<file path="src/cut_cfg.svh">
`ifndef CUT_CFG_SVH
`define CUT_CFG_SVH

// register indices, byte address is four times the index
`define CUT_IDX_MODE      16'h631a
`define CUT_IDX_PRE_LO    16'h631b
`define CUT_IDX_RLD_HI    16'h631c
`define CUT_IDX_RLD_LO    16'h631d
`define CUT_IDX_CNT_HI    16'h631e
`define CUT_IDX_CNT_LO    16'h631f
`define CUT_IDX_CTRL      16'h6320
`define CUT_IDX_STAT      16'h6330
`define CUT_IDX_MASK      16'h6331

// mode register fields
`define CUT_MODE_AUTO     7
`define CUT_MODE_GATE_MSB 6
`define CUT_MODE_GATE_LSB 5
`define CUT_MODE_RESTART  4
`define CUT_MODE_PRE_MSB  3
`define CUT_MODE_PRE_LSB  0

// control register fields, write one to act
`define CUT_CTRL_START    0
`define CUT_CTRL_STOP     1

// status register fields
`define CUT_STAT_IRQ      0
`define CUT_STAT_RUN      1
`define CUT_STAT_STICKY   8'h01

// reset values
`define CUT_RST_MODE      8'h00
`define CUT_RST_PRE_LO    8'h00
`define CUT_RST_RLD_HI    8'h00
`define CUT_RST_RLD_LO    8'h00
`define CUT_RST_MASK      8'h00

// clock rates in kHz
`define CUT_CLK_KHZ       250000
`define CUT_BASE_KHZ      6780

`endif

</file>
<file path="src/cut_pkg.sv">
`default_nettype none

package cut_pkg;

    typedef enum logic [1:0] {
        CUT_IDLE = 2'b00,
        CUT_RUN  = 2'b01
    } cut_state_t;

    typedef enum logic [1:0] {
        CUT_GATE_NONE   = 2'b00,
        CUT_GATE_SIG_IN = 2'b01,
        CUT_GATE_AUX    = 2'b10,
        CUT_GATE_RSVD   = 2'b11
    } cut_gate_t;

endpackage

`default_nettype wire

</file>
<file path="src/cut_tick_if.sv">
`timescale 1ns/10ps
`default_nettype none

interface cut_tick_if;
    import cut_pkg::*;
    logic [11:0] prescale;
    logic        restart;
    logic        tick;
    cut_gate_t   gateSel;
    logic        gateOpen;

    modport pre  (input prescale, input restart, output tick);
    modport gate (input gateSel, output gateOpen);
    modport core (output prescale, output restart, output gateSel,
                  input tick, input gateOpen);
endinterface

`default_nettype wire

</file>
<file path="src/cut_gate_sync.sv">
`timescale 1ns/10ps
`default_nettype none

module cut_gate_sync
    import cut_pkg::*;
(
    // clock and reset
    input  wire logic ref_clk,
    input  wire logic rst_b,
    // pins
    input  wire logic signalInPin,
    input  wire logic auxOnePin,
    // gate link
    cut_tick_if.gate  tl
);

    logic [1:0] sigSyncQ;
    logic [1:0] auxSyncQ;
    logic       gateQ;

    // two-stage synchronisers
    always_ff @(posedge ref_clk or negedge rst_b) begin
        if (!rst_b) begin
            sigSyncQ <= 2'b00;
            auxSyncQ <= 2'b00;
        end else begin
            sigSyncQ <= {sigSyncQ[0], signalInPin};
            auxSyncQ <= {auxSyncQ[0], auxOnePin};
        end
    end

    // gate source select, reserved acts as no gating
    always_ff @(posedge ref_clk or negedge rst_b) begin
        if (!rst_b) begin
            gateQ <= 1'b1;
        end else begin
            case (tl.gateSel)
                CUT_GATE_NONE:   gateQ <= 1'b1;
                CUT_GATE_SIG_IN: gateQ <= sigSyncQ[1];
                CUT_GATE_AUX:    gateQ <= auxSyncQ[1];
                default:         gateQ <= 1'b1;
            endcase
        end
    end

    assign tl.gateOpen = gateQ;

endmodule

`default_nettype wire

</file>
<file path="src/cut_prescaler.sv">
`timescale 1ns/10ps
`default_nettype none
`include "cut_cfg.svh"

module cut_prescaler
    import cut_pkg::*;
#(
    parameter int CLK_KHZ  = `CUT_CLK_KHZ,
    parameter int BASE_KHZ = `CUT_BASE_KHZ
) (
    // clock and reset
    input  wire logic ref_clk,
    input  wire logic rst_b,
    // tick link
    cut_tick_if.pre   tl
);

    localparam logic [17:0] STEP = 18'(BASE_KHZ);
    localparam logic [17:0] MODV = 18'(CLK_KHZ);

    logic [17:0] accQ;
    logic [17:0] accSum;
    logic        baseTick;
    logic [11:0] divQ;
    logic [11:0] divLast;
    logic        tickQ;

    // fractional base tick from the system clock
    assign accSum   = accQ + STEP;
    assign baseTick = (accSum >= MODV);
    // divide value zero is taken as one
    assign divLast  = (tl.prescale == 12'h000) ? 12'h000 : tl.prescale - 12'h001;

    always_ff @(posedge ref_clk or negedge rst_b) begin
        if (!rst_b) begin
            accQ <= 18'h00000;
        end else if (baseTick) begin
            accQ <= accSum - MODV;
        end else begin
            accQ <= accSum;
        end
    end

    always_ff @(posedge ref_clk or negedge rst_b) begin
        if (!rst_b) begin
            divQ  <= 12'h000;
            tickQ <= 1'b0;
        end else if (tl.restart) begin
            divQ  <= 12'h000;
            tickQ <= 1'b0;
        end else if (baseTick) begin
            if (divQ >= divLast) begin
                divQ  <= 12'h000;
                tickQ <= 1'b1;
            end else begin
                divQ  <= divQ + 12'h001;
                tickQ <= 1'b0;
            end
        end else begin
            tickQ <= 1'b0;
        end
    end

    assign tl.tick = tickQ;

endmodule

`default_nettype wire

</file>
<file path="src/cut_timer.sv">
// Functional notes
// - restart mode reloads and continues at zero
// - one-shot mode stops at zero, sets flag
// - tick equals base clock over prescaler
// - prescaler: mode nibble over prescaler byte
// - reload word sixteen bits, high byte register
// - autostart on end of transmission
// - start loads reload word, changes wait
// - running flag ignores gate level
`timescale 1ns/10ps
`default_nettype none
`include "cut_cfg.svh"

module cut_timer
    import cut_pkg::*;
#(
    parameter int AW       = 20,
    parameter int CLK_KHZ  = `CUT_CLK_KHZ,
    parameter int BASE_KHZ = `CUT_BASE_KHZ
) (
    // clock and reset
    input  wire logic          ref_clk,
    input  wire logic          rst_b,
    // apb slave
    input  wire logic          psel,
    input  wire logic          penable,
    input  wire logic          pwrite,
    input  wire logic [AW-1:0] paddr,
    input  wire logic [31:0]   pwdata,
    output var  logic [31:0]   prdata,
    output var  logic          pready,
    output var  logic          pslverr,
    // gate pins
    input  wire logic          signalInPin,
    input  wire logic          auxOnePin,
    // protocol engine
    input  wire logic          txEnd,
    // status outputs
    output var  logic          irq,
    output var  logic          timerRunning
);

    ////////////////////////////////////////////////////////////////////////////
    // declarations

    cut_tick_if tl ();

    logic [7:0]  modeQ;
    logic [7:0]  preLoQ;
    logic [7:0]  rldHiQ;
    logic [7:0]  rldLoQ;
    logic [7:0]  maskQ;
    logic [7:0]  statusQ;
    logic [15:0] cntQ;
    cut_state_t  stateQ;
    logic        preadyQ;
    logic [31:0] prdataQ;
    logic        pslverrQ;
    logic        irqQ;
    logic        runQ;

    logic        access;
    logic        done;
    logic        hit;
    logic [7:0]  rdByte;
    logic        selMode;
    logic        selPreLo;
    logic        selRldHi;
    logic        selRldLo;
    logic        selCtrl;
    logic        selStat;
    logic        selMask;
    logic        wrMode;
    logic        wrPreLo;
    logic        wrRldHi;
    logic        wrRldLo;
    logic        wrCtrl;
    logic        wrMask;
    logic        startCmd;
    logic        stopCmd;
    logic        startEv;
    logic        countStep;
    logic        zeroEv;
    logic [15:0] reloadWord;
    logic [7:0]  statClr;
    logic [7:0]  statusD;

    ////////////////////////////////////////////////////////////////////////////
    // helpers

    function automatic logic addrIs(input logic [AW-1:0] a, input logic [15:0] idx);
        logic [AW-1:0] want;
        want = AW'({idx, 2'b00});
        return (a == want);
    endfunction

    ////////////////////////////////////////////////////////////////////////////
    // submodules

    cut_prescaler #(
        .CLK_KHZ  (CLK_KHZ),
        .BASE_KHZ (BASE_KHZ)
    ) uPre (
        .ref_clk (ref_clk),
        .rst_b   (rst_b),
        .tl      (tl)
    );

    cut_gate_sync uGate (
        .ref_clk     (ref_clk),
        .rst_b       (rst_b),
        .signalInPin (signalInPin),
        .auxOnePin   (auxOnePin),
        .tl          (tl)
    );

    assign tl.prescale = {modeQ[`CUT_MODE_PRE_MSB:`CUT_MODE_PRE_LSB], preLoQ};
    assign tl.gateSel  = cut_gate_t'(modeQ[`CUT_MODE_GATE_MSB:`CUT_MODE_GATE_LSB]);
    assign tl.restart  = startEv;

    ////////////////////////////////////////////////////////////////////////////
    // apb decode

    assign access = psel & penable;
    assign done   = access & preadyQ;

    always_comb begin
        selMode  = 1'b0;
        selPreLo = 1'b0;
        selRldHi = 1'b0;
        selRldLo = 1'b0;
        selCtrl  = 1'b0;
        selStat  = 1'b0;
        selMask  = 1'b0;
        hit      = 1'b1;
        rdByte   = 8'h00;
        if (addrIs(paddr, `CUT_IDX_MODE)) begin
            selMode = 1'b1;
            rdByte  = modeQ;
        end else if (addrIs(paddr, `CUT_IDX_PRE_LO)) begin
            selPreLo = 1'b1;
            rdByte   = preLoQ;
        end else if (addrIs(paddr, `CUT_IDX_RLD_HI)) begin
            selRldHi = 1'b1;
            rdByte   = rldHiQ;
        end else if (addrIs(paddr, `CUT_IDX_RLD_LO)) begin
            selRldLo = 1'b1;
            rdByte   = rldLoQ;
        end else if (addrIs(paddr, `CUT_IDX_CNT_HI)) begin
            rdByte = cntQ[15:8];
        end else if (addrIs(paddr, `CUT_IDX_CNT_LO)) begin
            rdByte = cntQ[7:0];
        end else if (addrIs(paddr, `CUT_IDX_CTRL)) begin
            selCtrl = 1'b1;
        end else if (addrIs(paddr, `CUT_IDX_STAT)) begin
            selStat = 1'b1;
            rdByte  = statusQ;
            rdByte[`CUT_STAT_RUN] = runQ;
        end else if (addrIs(paddr, `CUT_IDX_MASK)) begin
            selMask = 1'b1;
            rdByte  = maskQ;
        end else begin
            hit = 1'b0;
        end
    end

    assign wrMode  = done & pwrite & selMode;
    assign wrPreLo = done & pwrite & selPreLo;
    assign wrRldHi = done & pwrite & selRldHi;
    assign wrRldLo = done & pwrite & selRldLo;
    assign wrCtrl  = done & pwrite & selCtrl;
    assign wrMask  = done & pwrite & selMask;

    ////////////////////////////////////////////////////////////////////////////
    // apb answer, one wait state

    always_ff @(posedge ref_clk or negedge rst_b) begin
        if (!rst_b) begin
            preadyQ  <= 1'b0;
            prdataQ  <= 32'h0000_0000;
            pslverrQ <= 1'b0;
        end else if (access & ~preadyQ) begin
            preadyQ  <= 1'b1;
            prdataQ  <= pwrite ? 32'h0000_0000 : {24'h00_0000, rdByte};
            pslverrQ <= ~hit;
        end else begin
            preadyQ  <= 1'b0;
            pslverrQ <= 1'b0;
        end
    end

    ////////////////////////////////////////////////////////////////////////////
    // configuration registers

    always_ff @(posedge ref_clk or negedge rst_b) begin
        if (!rst_b) begin
            modeQ  <= `CUT_RST_MODE;
            preLoQ <= `CUT_RST_PRE_LO;
            rldHiQ <= `CUT_RST_RLD_HI;
            rldLoQ <= `CUT_RST_RLD_LO;
            maskQ  <= `CUT_RST_MASK;
        end else begin
            if (wrMode) begin
                modeQ <= pwdata[7:0];
            end
            if (wrPreLo) begin
                preLoQ <= pwdata[7:0];
            end
            if (wrRldHi) begin
                rldHiQ <= pwdata[7:0];
            end
            if (wrRldLo) begin
                rldLoQ <= pwdata[7:0];
            end
            if (wrMask) begin
                maskQ <= pwdata[7:0] & `CUT_STAT_STICKY;
            end
        end
    end

    ////////////////////////////////////////////////////////////////////////////
    // start, stop and count

    assign reloadWord = {rldHiQ, rldLoQ};
    assign startCmd   = wrCtrl & pwdata[`CUT_CTRL_START];
    assign stopCmd    = wrCtrl & pwdata[`CUT_CTRL_STOP];
    assign startEv    = ~stopCmd & (startCmd | (modeQ[`CUT_MODE_AUTO] & txEnd));
    assign countStep  = (stateQ == CUT_RUN) & tl.tick & tl.gateOpen & ~startEv & ~stopCmd;
    assign zeroEv     = countStep & (cntQ == 16'h0000);

    always_ff @(posedge ref_clk or negedge rst_b) begin
        if (!rst_b) begin
            stateQ <= CUT_IDLE;
            cntQ   <= 16'h0000;
        end else begin
            case (stateQ)
                CUT_IDLE: begin
                    if (startEv) begin
                        cntQ   <= reloadWord;
                        stateQ <= CUT_RUN;
                    end
                end
                CUT_RUN: begin
                    if (stopCmd) begin
                        stateQ <= CUT_IDLE;
                    end else if (startEv) begin
                        cntQ <= reloadWord;
                    end else if (zeroEv) begin
                        if (modeQ[`CUT_MODE_RESTART]) begin
                            cntQ <= reloadWord;
                        end else begin
                            stateQ <= CUT_IDLE;
                        end
                    end else if (countStep) begin
                        cntQ <= cntQ - 16'h0001;
                    end
                end
                default: begin
                    stateQ <= CUT_IDLE;
                end
            endcase
        end
    end

    ////////////////////////////////////////////////////////////////////////////
    // status and interrupt

    // clear only what the read returned, a new event wins
    assign statClr = (done & ~pwrite & selStat) ? (prdataQ[7:0] & `CUT_STAT_STICKY) : 8'h00;

    always_comb begin
        statusD = statusQ & ~statClr;
        if (zeroEv) begin
            statusD[`CUT_STAT_IRQ] = 1'b1;
        end
    end

    always_ff @(posedge ref_clk or negedge rst_b) begin
        if (!rst_b) begin
            statusQ <= 8'h00;
            irqQ    <= 1'b0;
            runQ    <= 1'b0;
        end else begin
            statusQ <= statusD;
            irqQ    <= |(statusQ & maskQ);
            runQ    <= (stateQ == CUT_RUN);
        end
    end

    ////////////////////////////////////////////////////////////////////////////
    // outputs

    assign prdata       = prdataQ;
    assign pready       = preadyQ;
    assign pslverr      = pslverrQ;
    assign irq          = irqQ;
    assign timerRunning = runQ;

endmodule

`default_nettype wire

</file>
<file path="config.mk">
export PLATFORM = sky130hd
export DESIGN_NAME = cut_timer
export DESIGN_NICKNAME = d
export VERILOG_FILES = /design/src/cut_pkg.sv /design/src/cut_tick_if.sv /design/src/cut_gate_sync.sv /design/src/cut_prescaler.sv /design/src/cut_timer.sv
export VERILOG_INCLUDE_DIRS = /design/src
export SDC_FILE = /design/constraint.sdc
export NUM_CORES = 1
export LEC_CHECK = 0
export ABC_AREA = 1
export BUFFER_PORTS_ARGS = -buffer_cell sky130_fd_sc_hd__buf_2
export CAP_MARGIN = 20
export CORE_MARGIN = 5
export CORE_UTILIZATION = 30
export DETAILED_ROUTE_END_ITERATION = 7
export PLACE_DENSITY_LB_ADDON = 0.25
export SLEW_MARGIN = 15
export SYNTH_ARGS = -nofsm -noshare
export SYNTH_HDL_FRONTEND = slang
export SYNTH_SLANG_ARGS = --single-unit
</file>
<file path="constraint.sdc">
create_clock -name ref_clk -period 3.5 [get_ports ref_clk]
set_input_delay 0.35 -clock ref_clk [delete_from_list [all_inputs] [get_ports ref_clk]]
set_output_delay 0.35 -clock ref_clk [all_outputs]
set_load 0.01 [all_outputs]
</file>
==> reports/results.ini, run 1 <==
[sta]
min_period_over_period = 0.856
worst-slew-pin-transition_ns = 0.591
hold_ws_ns = 0.0451
finalCriticalPeriod_ns = 3.00
final_max_slew_viol_count = 0
skew_ns = 0.00873
fin_tns_setup_ns = 0
grt_setup_unrepaired = no
number_of_setup_violations_in_the_final_report = 0
fmax_mhz = 334
relSlewSlack = 0.605
timing_hold_violations_final = 0

[logic_synthesis]
synth.yosys.seq_area_share = 0.348
netlist_area_sq_um = 6970
post_synth.cell_area_avg_sq_um = 7.05
yosysWarningCount = 0
synth_edf_count = 0
post_synth_most_frequent_cells = 271 x sky130_fd_sc_hd__nand2_1, 122 x sky130_fd_sc_hd__inv_1, 102 x sky130_fd_sc_hd__nand3_1
post_synth_num_cell_types = 49
yosys.area.top_type_share = 0.344
yosys.cell_count.top_type = sky130_fd_sc_hd__nand2_1
syn_inst = 989
synth_area_leader_cell = sky130_fd_sc_hd__dfrtp_1
asyncSetResetFlopFracSynth = 1.00
synth_top_flop_cell = sky130_fd_sc_hd__dfrtp_1
synthTopCellsByArea = sky130_fd_sc_hd__dfrtp_1 34%, sky130_fd_sc_hd__nand2_1 15%, sky130_fd_sc_hd__nand3_1 7.3%
synth.ff_latch_count = 97

[clock_network]
cts_inserted_buffers = 9
post_cts.resized_instances = 0
ctsHoldBuffers = 0
ctsHtreeMaxLevel = 3
worstSkewPairLatency_ns = 0.36
cts_post_setup_buffers_inserted = 0
clock_input_transition_at_the_sequential_cells_of_the_worst_setup_and_hold_paths_ns = 0.08
buffer_levels_on_the_longest_clock_path = 2
tritoncts_clock_tree = yes
cts_root_buffer = sky130_fd_sc_hd__clkbuf_16
tritoncts_num_sinks = 97

[setup_path]
reg2reg_setup_slack_ns = 0.50
timing.critical_path.required_ns = 3.80
cp_slowest_cell = sky130_fd_sc_hd__dfrtp_1
worstReg2RegEnd = uPre.divQ[0]$_DFFE_PN0P_
critPathArrivalTime_ns = 3.29
cp_slowest_stage_delay_ns = 0.45
cp-end-kind = flop
critical_path.max_fanout = 13
timing.rr.start = preLoQ[0]$_DFFE_PN0P_
critical_path.most_common_cell = sky130_fd_sc_hd__nor2_1
worst-setup-path-type = reg2reg
critical_path_cell_list = inv_1, ha_1, nand3_1, or3_1, nor2_1, inv_2, nand2_1, ha_1, a21oi_1, nor2_1, a211oi_1, nand4_1, buf_4, nor2_1, nand4_1, nand2_1
worst-r2r-cell-count = 16
setup.worst_path.start_class = flop

[routing]
dr.pass1.iters = 5
detailroute.wirelength.met2_mm = 8.01
wl_mm = 18.1
vias = 6146
route.layer.met1.wl_mm = 8.95
detail_route.wl_per_cell_um = 13.4
drt-initial-drc-count = 330
highest-signal-layer = met4
met3WireLength_um = 677
drt-vias-per-instance = 4.55
drtAntennaViolNets = 0
post-route-drc-count = 0

[run]
maxCapViolCount = 0

[global_route]
global_route.usage.total = 0.140
grt_antenna_before_repair = 0
grt_pass1_vias = 5827
grt_remaining_overflow = 0
grt_pass1_wl_mm = 30.2
grt_start_max_net_pins = 98

[final_layout]
n_antenna_cell = 0
final_stage_net_count = 1113
drive_gt1_frac = 0.119
fin_util = 0.339
area_delta_synth_final_pct = 10.8
fill_cells = 2472

[outcome]
outcome = completed

[placement]
gp_routability_congestion = 0.868
place_hpwl_mm = 13.6
port_buffers = 47

[power_and_ir_drop]
power_frac_seq = 0.499
power.net_switching_uw = 592
total_power_uw = 2250
power.internal_uw = 1660
swShare = 0.263
maximum_ir_drop_on_the_vdd_rail_mv = 0.212
power_density_nw_per_um2 = 292
pwr-share-comb = 0.043
power_frac_clock = 0.458
power.static_leakage_uw = 0.00405

[hold_path]
worst_hold_path_type = in2async

[floorplanning]
die_width_um = 162
dieArea_sq_um = 26400
initial_util = 0.306
floorplan.rows = 55
coreArea_sq_um = 22800
design.portCount = 96
die_y_um = 162

==> per-layer routing <==
metal | global-route usage | vias up
li1 | - | 3220
met1 | 0.194 | 2781
met3 | 0.0246 | 26
met4 | 0.0461 | 0
met2 | 0.221 | 119
met5 | 0 | -
==> worst max-delay path, delay by kind of cell (launching register included) <==
family	cells	cell delay, ns
DFF	1	0.45
AOI/OAI and AO/OA	2	0.34
buffers and inverters	3	0.42
and+or+nand+nor	9	1.27
adders and majority gates	2	0.45
==> cells in the final DEF, fill, tap and decap left out, types with 5 or more instances in the layout <==
master / instances
sky130_fd_sc_hd__xnor2_1: 10
sky130_fd_sc_hd__ha_1: 21
sky130_fd_sc_hd__nand2_1: 271
sky130_fd_sc_hd__nand4_1: 31
sky130_fd_sc_hd__o21ai_0: 48
sky130_fd_sc_hd__buf_2: 46
sky130_fd_sc_hd__clkbuf_16: 9
sky130_fd_sc_hd__inv_2: 5
sky130_fd_sc_hd__nor2_2: 6
sky130_fd_sc_hd__nand3_1: 102
sky130_fd_sc_hd__conb_1: 24
sky130_fd_sc_hd__a21oi_1: 22
sky130_fd_sc_hd__nor2_1: 91
sky130_fd_sc_hd__nor2_4: 8
sky130_fd_sc_hd__inv_1: 122
sky130_fd_sc_hd__o211ai_1: 5
sky130_fd_sc_hd__xor2_1: 24
sky130_fd_sc_hd__nand2_2: 18
sky130_fd_sc_hd__buf_4: 5
sky130_fd_sc_hd__nor3_1: 17
sky130_fd_sc_hd__nand3b_1: 12
sky130_fd_sc_hd__dfrtp_1: 96
==> power groups by stage <==
stage / logic [uW] / clock network (uW) / registers (uW)
4_1_cts: 99.1 / 1070 / 1120
3_3_place_gp: 98.6 / 0 / 1150
5_1_grt: 113 / 1100 / 1120
6_report: 96.9 / 1030 / 1120
3_5_place_dp: 99.0 / 0 / 1150
2_1_floorplan: 55.9 / 0 / 1150
==> through the flow <==
stage          std cells  area, sq um  setup slack (ns)
6_report            1350         7730             0.503
5_1_grt             1350         7730             0.186
4_1_cts             1350         7730             0.312
3_5_place_dp        1334         7420             0.344
3_3_place_gp        1334         7420             0.369
2_1_floorplan       1012         7060             0.650
==> state kept, by name (all words and copies together), names as in the netlist <==
| signal | count |
|---|---|
| uPre.divQ | 12 |
| irq | 1 |
| prdata | 8 |
| stateQ | 1 |
| rldLoQ | 8 |
| timerRunning | 1 |
| uGate.sigSyncQ | 2 |
| maskQ | 1 |
| pready | 1 |
| uGate.auxSyncQ | 2 |
| pslverr | 1 |
| uPre.tl.tick | 1 |
| rldHiQ | 8 |
| uGate.tl.gateOpen | 1 |
| uPre.accQ | 16 |
| modeQ | 8 |
| statusQ | 1 |
| cntQ | 16 |
| preLoQ | 8 |
==> how the worst max path moves through the flow <==
stage / from / cells after the start / endpoint
after CTS: preLoQ[0]$_DFFE_PN0P_ / 16 / uPre.divQ[3]$_DFFE_PN0P_
after global placement: preLoQ[0]$_DFFE_PN0P_ / 16 / uPre.divQ[11]$_DFFE_PN0P_
after detailed placement: preLoQ[0]$_DFFE_PN0P_ / 16 / uPre.divQ[2]$_DFFE_PN0P_
after floorplan: preLoQ[0]$_DFFE_PN0P_ / 16 / uPre.divQ[4]$_DFFE_PN0P_
after global routing: preLoQ[0]$_DFFE_PN0P_ / 16 / uPre.divQ[10]$_DFFE_PN0P_
final: preLoQ[0]$_DFFE_PN0P_ / 16 / uPre.divQ[0]$_DFFE_PN0P_
==> cell type report <==
class                           instances  area (sq um)  share of cell area
Tap cell                              313           392              0.0507
Sequential cell                        97          2430               0.314
Multi-Input combinational cell        743          3830               0.495
Clock inverter                          7          81.3              0.0105
Clock buffer                            9           225              0.0291
Timing Repair Buffer                   52           288              0.0372
Inverter                              129           487              0.0630
==> logic make-up (layout without fill, tap and decap cells) <==
logic type,count (synthesis),count (layout),synth area share
adders and majority gates,21,21,0.0377
and+or+nand+nor,573,573,0.380
AOI/OAI and AO/OA,91,91,0.0750
DFF,97,97,0.348
xor gates and xnor gates,34,34,0.0427
other,1,24,0.000538
buffers and inverters,172,197,0.116
(Power assumes the default switching activity.)
==> run 2, diff against run 1 <==
--- a/config.mk
+++ b/config.mk
@@ -16,4 +16,5 @@
 export SLEW_MARGIN = 15
 export SYNTH_ARGS = -nofsm -noshare
 export SYNTH_HDL_FRONTEND = slang
+export SYNTH_HIERARCHICAL = 1
 export SYNTH_SLANG_ARGS = --single-unit
==> reports/results.ini, run 2 <==
[setup_path]
setup.worst_path.start_class = flop
worst-setup-path-type = reg2reg
critical_path_buffers_and_inverters = 2  ; -1
critical_path.max_fanout = 13  ; unchanged
cp_top_family = simple AND/OR/NAND/NOR gates
critical_path_cell_list = nor2_1, nand2_1, nor3_1, buf_4, nand2_1, nor4_1, nand2_1, xor2_1, nand2_1, ha_1, nand2_1, nor2_1, a211oi_1, nand4_1, buf_4, nor2_1, nand3_1, nand2_1
timing.critical_path.required_ns = 3.79  ; about the same
critPathArrivalTime_ns = 3.07  ; -0.22 ns
cp_slowest_cell = sky130_fd_sc_hd__dfrtp_1
timing.critical_path.from = preLoQ[2]$_DFFE_PN0P_
cp-end-kind = flop
cp_slowest_stage_delay_ns = 0.45  ; about the same
timing.rr.start = preLoQ[2]$_DFFE_PN0P_
critical_path.most_common_cell = sky130_fd_sc_hd__nand2_1

[routing]
detailroute.wirelength.met2_mm = 8.99  ; +12%
drt-initial-drc-count = 407  ; +23%
detail_route.wl_per_cell_um = 14.0  ; +4.8%
drtAntennaViolNets = 0  ; unchanged
drt-vias-per-instance = 4.69  ; +2.9%
route.layer.met1.wl_mm = 8.66  ; -3.3%
dr.pass1.iters = 5  ; unchanged
post-route-drc-count = 0  ; unchanged
vias = 6289  ; +2.3%
highest-signal-layer = met4
wl_mm = 18.8  ; +4.2%
met3WireLength_um = 801  ; +18%

[sta]
hold_ws_ns = 0.0702  ; +0.0251 ns
fmax_mhz = 359  ; +7.5%
worst-slew-pin-transition_ns = 0.829  ; +0.238 ns
grt_setup_unrepaired = no
relSlewSlack = 0.448  ; -0.157
skew_ns = 0.0171  ; +0.00840 ns
finalCriticalPeriod_ns = 2.79  ; -0.209 ns
number_of_setup_violations_in_the_final_report = 0  ; unchanged
timing_hold_violations_final = 0  ; unchanged
min_period_over_period = 0.797  ; -0.0597
fin_tns_setup_ns = 0  ; unchanged
worst_slack_ns = 0.712  ; +0.209 ns
final_max_slew_viol_count = 0  ; unchanged

[hold_path]
worst_hold_path_type = in2async

[floorplanning]
coreArea_sq_um = 23300  ; +2.1%
initial_util = 0.302  ; -0.00465
die_y_um = 163  ; +0.27%
floorplan.rows = 56  ; +1.8%
die_width_um = 163  ; +0.27%
dieArea_sq_um = 26500  ; +0.54%
design.portCount = 96  ; unchanged

[placement]
place_hpwl_mm = 14.1  ; +3.5%
port_buffers = 47  ; unchanged
pre_cts_slack_ns = 0.745  ; +0.400 ns
gp_routability_congestion = 0.892  ; +2.8%
numPlacedInstances = 1326  ; -0.60%
detailed_place.area_sq_um = 7480  ; +0.79%

[final_layout]
finalInstanceArea_sq_um = 7800  ; +0.99%
layout_top_registers = cntQ x16, uPre/accQ x16, uPre/divQ x12
mostFrequentLayoutCell = sky130_fd_sc_hd__nand2_1
final_stage_net_count = 1100  ; -1.2%
n_antenna_cell = 0  ; unchanged
final_cells = 1342  ; -0.59%
drive_gt1_frac = 0.152  ; +0.0339
area_delta_synth_final_pct = 11.3
highest_count_cells_in_the_layout_ignoring_fill_and_taps = 241 x sky130_fd_sc_hd__nand2_1, 112 x sky130_fd_sc_hd__nand3_1, 110 x sky130_fd_sc_hd__inv_1, 96 x sky130_fd_sc_hd__dfrtp_1, 88 x sky130_fd_sc_hd__nor2_1

[logic_synthesis]
syn_inst = 975  ; -1.4%
post_synth_most_frequent_cells = 241 x sky130_fd_sc_hd__nand2_1, 112 x sky130_fd_sc_hd__nand3_1, 110 x sky130_fd_sc_hd__inv_1
synth.ff_latch_count = 97  ; unchanged
synth_top_flop_cell = sky130_fd_sc_hd__dfrtp_1
asyncSetResetFlopFracSynth = 1.00  ; unchanged
yosys.cell_count.top_type = sky130_fd_sc_hd__nand2_1
yosysWarningCount = 6  ; +6
synthTopCellsByArea = sky130_fd_sc_hd__dfrtp_1 34%, sky130_fd_sc_hd__nand2_1 13%, sky130_fd_sc_hd__nand3_1 8.0%
post_synth_num_cell_types = 46  ; -6.1%
yosys.area.top_type_share = 0.342  ; -0.00197
post_synth.cell_area_avg_sq_um = 7.19  ; +2.0%
synth_area_leader_cell = sky130_fd_sc_hd__dfrtp_1
synth_edf_count = 0  ; unchanged
synth.yosys.seq_area_share = 0.346  ; -0.00199
netlist_area_sq_um = 7010  ; +0.57%

[clock_network]
post_cts.resized_instances = 0  ; unchanged
cts_post_setup_buffers_inserted = 0  ; unchanged
tritoncts_clock_tree = yes
worstSkewPairLatency_ns = 0.36  ; about the same
cts_inserted_buffers = 9  ; unchanged
ctsHoldBuffers = 0  ; unchanged
buffer_levels_on_the_longest_clock_path = 2  ; unchanged
tritoncts_num_sinks = 97  ; unchanged
ctsHtreeMaxLevel = 3  ; unchanged
clock_input_transition_at_the_sequential_cells_of_the_worst_setup_and_hold_paths_ns = 0.07  ; about the same
cts_root_buffer = sky130_fd_sc_hd__clkbuf_16

[global_route]
grt_pass1_wl_mm = 30.8  ; +2.1%
grt_start_max_net_pins = 60  ; -39%
grt_antenna_before_repair = 0  ; unchanged
grt_remaining_overflow = 0  ; unchanged
grt_pass1_vias = 6009  ; +3.1%
global_route.usage.total = 0.143  ; +0.00344

[power_and_ir_drop]
power.static_leakage_uw = 0.00400  ; -1.1%
power_density_nw_per_um2 = 298  ; +2.0%
maximum_ir_drop_on_the_vdd_rail_mv = 0.193  ; -9.2%

[outcome]
outcome = completed

[run]
maxCapViolCount = 0  ; unchanged

==> run 2: cell types whose count changed in the layout (fill, tap and decap cells not counted), moves of 5 or more <==
cell                      before  now
sky130_fd_sc_hd__or2_2         2    7
sky130_fd_sc_hd__nand2_1     271  241
sky130_fd_sc_hd__o21ai_0      48   57
sky130_fd_sc_hd__inv_2         5   12
sky130_fd_sc_hd__nand4_1      31   12
sky130_fd_sc_hd__inv_1       122  110
sky130_fd_sc_hd__nand3_2       4   17
sky130_fd_sc_hd__nand3_1     102  112
==> run 2: cells by family after synthesis <==
| logic type | Yosys count | synth area share |
|---|---|---|
| other | 1 | 0.000535 |
| DFF | 97 | 0.346 |
| buffers and inverters | 168 | 0.112 |
| AOI/OAI and AO/OA | 106 | 0.0867 |
| and+or+nand+nor | 555 | 0.383 |
| xor gates and xnor gates | 26 | 0.0325 |
| adders and majority gates | 22 | 0.0392 |
==> run 2: power by group <==
part / total [uW] / internal (uW) / switching [uW]
Combinational: 96.1 / 24.9 / 71.2
Sequential: 1120 / 1120 / 1.22
Clock: 1100 / 650 / 451
==> run 2: worst paths after layout <==
| path | to | slack, ns | cells after the start |
|---|---|---|---|
| min in group ref_clk | uGate/auxSyncQ[0]$_DFF_PN0_ | 0.10 | 1 |
| max reg2reg | uPre/divQ[5]$_DFFE_PN0P_ | 0.71 | 18 |
| min | rldLoQ[7]$_DFFE_PN0P_ | 0.07 | 1 |
| min reg2reg | uGate/sigSyncQ[1]$_DFF_PN0_ | 0.36 | 0 |
| max in group asynchronous | uGate/tl.gateOpen$_DFF_PN1_ | 2.66 | 2 |
| max | uPre/divQ[5]$_DFFE_PN0P_ | 0.71 | 18 |
==> run 2: cell type report <==
class / count / area [sq um]
Sequential cell: 97 / 2430
Tap cell: 319 / 399
Inverter: 123 / 462
Multi-Input combinational cell: 733 / 3890
Clock buffer: 12 / 246
Timing Repair Buffer: 54 / 303
Clock inverter: 4 / 77.6
Fill cell: 2580 / 15500
==> run 2: metal layers <==
layer  vias to the layer above  global-route usage
li1                       3192                   -
met1                      2942               0.184
met2                       132               0.245
met3                        23              0.0261
met4                         0              0.0438
met5                         -                   0
==> run 2: through the flow <==
step	power (uW)	utilization
final	2320	0.335
after global routing	2410	0.335
after CTS	2360	0.335
after detailed placement	1250	0.322
after global placement	1240	0.322
after floorplan	1200	-
==> run 3, diff against run 2 <==
--- a/config.mk
+++ b/config.mk
@@ -6,7 +6,7 @@
 export SDC_FILE = /design/constraint.sdc
 export NUM_CORES = 1
 export LEC_CHECK = 0
-export ABC_AREA = 1
+export ABC_AREA = 0
 export BUFFER_PORTS_ARGS = -buffer_cell sky130_fd_sc_hd__buf_2
 export CAP_MARGIN = 20
 export CORE_MARGIN = 5
==> constraint.sdc (replaced) <==
create_clock -name ref_clk -period 2.5 [get_ports ref_clk]
set_input_delay 0.25 -clock ref_clk [delete_from_list [all_inputs] [get_ports ref_clk]]
set_output_delay 0.25 -clock ref_clk [all_outputs]
set_load 0.01 [all_outputs]
==> reports/results.ini, run 3 <==
[setup_path]
reg2reg_setup_slack_ns = -0.81  ; -1.52 ns
cp-end-kind = flop
worst-r2r-cell-count = 14  ; -4
worst-setup-path-type = reg2reg
critical_path.max_fanout = 8  ; -5
timing.critical_path.required_ns = 2.74  ; -1.05 ns
worstReg2RegEnd = uPre/divQ[2]$_DFFE_PN0P_
cp_top_family = compound AO/OA/AOI/OAI gates
critical_path_cell_list = or4_4, nor3_4, nand4b_1, and2_1, ha_1, nand2b_4, a21o_1, a21o_1, a21oi_2, o211ai_1, a221oi_2, buf_6, a21oi_2, o32ai_2
critical_path_buffers_and_inverters = 1  ; -1
critPathArrivalTime_ns = 3.56  ; +0.49 ns
cp_slowest_stage_delay_ns = 0.56  ; +0.11 ns
timing.rr.start = modeQ[0]$_DFFE_PN0P_
cp_slowest_cell = sky130_fd_sc_hd__or4_4
setup.worst_path.start_class = flop

[clock_network]
worstSkewPairLatency_ns = 0.35  ; about the same
cts_root_buffer = sky130_fd_sc_hd__clkbuf_16
cts_inserted_buffers = 9  ; unchanged
tritoncts_clock_tree = yes
clock_input_transition_at_the_sequential_cells_of_the_worst_setup_and_hold_paths_ns = 0.07  ; about the same
tritoncts_num_sinks = 97  ; unchanged
buffer_levels_on_the_longest_clock_path = 2  ; unchanged
ctsHtreeMaxLevel = 3  ; unchanged

[logic_synthesis]
synth_area_leader_cell = sky130_fd_sc_hd__dfrtp_1
yosys.area.top_type_share = 0.363  ; +0.0209
post_synth.cell_area_avg_sq_um = 9.51  ; +32%
post_synth_num_cell_types = 86  ; +87%
post_synth_most_frequent_cells = 96 x sky130_fd_sc_hd__dfrtp_1, 57 x sky130_fd_sc_hd__nand2_1, 40 x sky130_fd_sc_hd__nor2_1
yosys.cell_count.top_type = sky130_fd_sc_hd__dfrtp_1
synth_top_flop_cell = sky130_fd_sc_hd__dfrtp_1
netlist_area_sq_um = 6610  ; -5.8%
synthTopCellsByArea = sky130_fd_sc_hd__dfrtp_1 36%, sky130_fd_sc_hd__mux2_2 6.6%, sky130_fd_sc_hd__ha_1 4.2%
asyncSetResetFlopFracSynth = 1.00  ; unchanged
synth_edf_count = 0  ; unchanged
yosysWarningCount = 6  ; unchanged
synth.ff_latch_count = 97  ; unchanged
synth.yosys.seq_area_share = 0.367  ; +0.0212
syn_inst = 695  ; -29%

[routing]
drtAntennaViolNets = 0  ; unchanged
drt-initial-drc-count = 377  ; -7.4%
wl_mm = 19.6  ; +4.4%
detail_route.wl_per_cell_um = 17.2  ; +23%
drt-vias-per-instance = 5.17  ; +10%
post-route-drc-count = 0  ; unchanged
dr.pass1.iters = 5  ; unchanged
vias = 5915  ; -5.9%

[global_route]
grt_antenna_before_repair = 1  ; +1
grt.met1_usage = 0.220  ; +0.0365
grt_pass1_vias = 5687  ; -5.4%
global_route.usage.total = 0.157  ; +0.0140
grt_pass1_wl_mm = 31.0  ; +0.65%
busiest_layer = met2
use_met3 = 0.0269  ; +0.000840
grt_remaining_overflow = 0  ; unchanged
grtUsageMet2 = 0.247  ; +0.00175
grt_start_max_net_pins = 59  ; -1.7%

[floorplanning]
initial_util = 0.304  ; +0.00230
floorplan.rows = 54  ; -3.6%
coreArea_sq_um = 21800  ; -6.5%
dieArea_sq_um = 25100  ; -5.4%
design.portCount = 96  ; unchanged
die_y_um = 158  ; -2.7%
die_width_um = 158  ; -2.7%

[sta]
hold_ws_ns = 0.211  ; +0.141 ns
number_of_setup_violations_in_the_final_report = 24  ; +24
grt_setup_unrepaired = yes
timing_hold_violations_final = 0  ; unchanged
worst_slack_ns = -0.812  ; -1.52 ns
fin_tns_setup_ns = -11.73  ; -11.73 ns
min_period_over_period = 1.32  ; +0.528
worst-slew-pin-transition_ns = 0.892  ; +0.0636 ns
finalCriticalPeriod_ns = 3.31  ; +0.524 ns
relSlewSlack = 0.401  ; -0.0470
final_max_slew_viol_count = 0  ; unchanged
fmax_mhz = 302  ; -16%
skew_ns = 0.0112  ; -0.00595 ns

[final_layout]
highest_count_cells_in_the_layout_ignoring_fill_and_taps = 119 x sky130_fd_sc_hd__buf_4, 96 x sky130_fd_sc_hd__dfrtp_1, 53 x sky130_fd_sc_hd__nand2_1, 46 x sky130_fd_sc_hd__buf_2, 38 x sky130_fd_sc_hd__mux2_2
mostFrequentLayoutCell = sky130_fd_sc_hd__buf_4
fill_cells = 2125  ; -18%
final_cells = 1143  ; -15%
area_delta_synth_final_pct = 32.1
drive_gt1_frac = 0.367  ; +0.214
layout_top_registers = cntQ x16, uPre/accQ x16, uPre/divQ x12
final_stage_net_count = 939  ; -15%
fin_util = 0.401  ; +0.0658

[outcome]
violated_checks = setup timing
outcome = finished, violations left

[power_and_ir_drop]
total_power_uw = 3260  ; +40%
maximum_ir_drop_on_the_vdd_rail_mv = 0.337  ; +75%
power_density_nw_per_um2 = 374  ; +26%
power.static_leakage_uw = 0.00387  ; -3.3%

[placement]
numPlacedInstances = 1100  ; -17%
gp_routability_congestion = 0.834  ; -6.4%
place_hpwl_mm = 14.5  ; +2.5%
port_buffers = 47  ; unchanged

[run]
maxCapViolCount = 0  ; unchanged

[hold_path]
holdPathEnd = rldLoQ[7]$_DFFE_PN0P_
min_from = pwdata[7]
worst_hold_path_type = in2reg
depth_of_the_worst_hold_timing_path = 2

run 3: how the worst max path moves through the flow:
stage	from	to	cells after the start	slack (ns)
2_1_floorplan	preLoQ[7]$_DFFE_PN0P_	uPre/divQ[7]$_DFFE_PN0P_	14	-0.83
3_3_place_gp	preLoQ[7]$_DFFE_PN0P_	uPre/divQ[2]$_DFFE_PN0P_	14	-0.78
3_5_place_dp	preLoQ[7]$_DFFE_PN0P_	uPre/divQ[6]$_DFFE_PN0P_	14	-0.85
4_1_cts	preLoQ[7]$_DFFE_PN0P_	uPre/divQ[2]$_DFFE_PN0P_	14	-0.76
5_1_grt	modeQ[0]$_DFFE_PN0P_	uPre/divQ[2]$_DFFE_PN0P_	14	-0.99
6_report	modeQ[0]$_DFFE_PN0P_	uPre/divQ[2]$_DFFE_PN0P_	14	-0.81
run 3: cell type report:
type / instances / area [sq um] / area share
multi-input combinational: 536 / 4130 / 0.473
tap: 280 / 350 / 0.0401
timing repair buffer: 182 / 1380 / 0.158
clock inverter: 4 / 76.3 / 0.00874
clock buffer: 12 / 246 / 0.0282
antenna: 1 / 2.50 / 0.000287
inverter: 31 / 116 / 0.0133
sequential: 97 / 2430 / 0.278
run 3: cell families after synthesis:
logic type,Yosys count,share of synthesized area
XOR/XNOR,26,0.0345
buffers and inverters,86,0.0746
other,1,0.000567
adder cells (fa/ha/maj),23,0.0432
multiplexers,47,0.0786
AND/OR/NAND/NOR,253,0.218
AO/OA/AOI/OAI,162,0.183
flip-flops,97,0.367
run 3: layer usage:
| metal | vias to the layer above | routed length (um) |
|---|---|---|
| met5 | - | 7 |
| met4 | 2 | 306 |
| met3 | 16 | 1130 |
| met2 | 154 | 9050 |
| met1 | 2862 | 9150 |
| li1 | 2881 | - |
run 3: report_power, final:
group	leakage, uW	total [uW]	internal [uW]	switching (uW)
clock	0.000153	1530	908	622
combinational	0.00241	153	48.1	105
sequential	0.00131	1580	1570	3.32
run 3: stage by stage:
step                setup WS, ns  instance area (sq um)
floorplan                 -0.832                   6790
global placement          -0.782                   7890
detailed placement        -0.851                   7890
CTS                       -0.761                   8440
global route              -0.992                   8730
finish                    -0.812                   8730
run 3: worst reg2reg max path: cells and delay by family, from the launching register on:
family	cells	cell delay [ns]
compound gates	7	1.19
fa+ha+maj	1	0.29
buf+inv	1	0.19
flops	1	0.37
simple gates	5	1.19
run 3: what timing repair did:
item                       in CTS  in global routing
hold buffers                    3                  0
hold endpoints to repair       10                  0
setup endpoints to repair      24                 43
buffers inserted                9                 15
resized for setup              24                 40
gates cloned                    1                  2
pin swaps                       9                 33
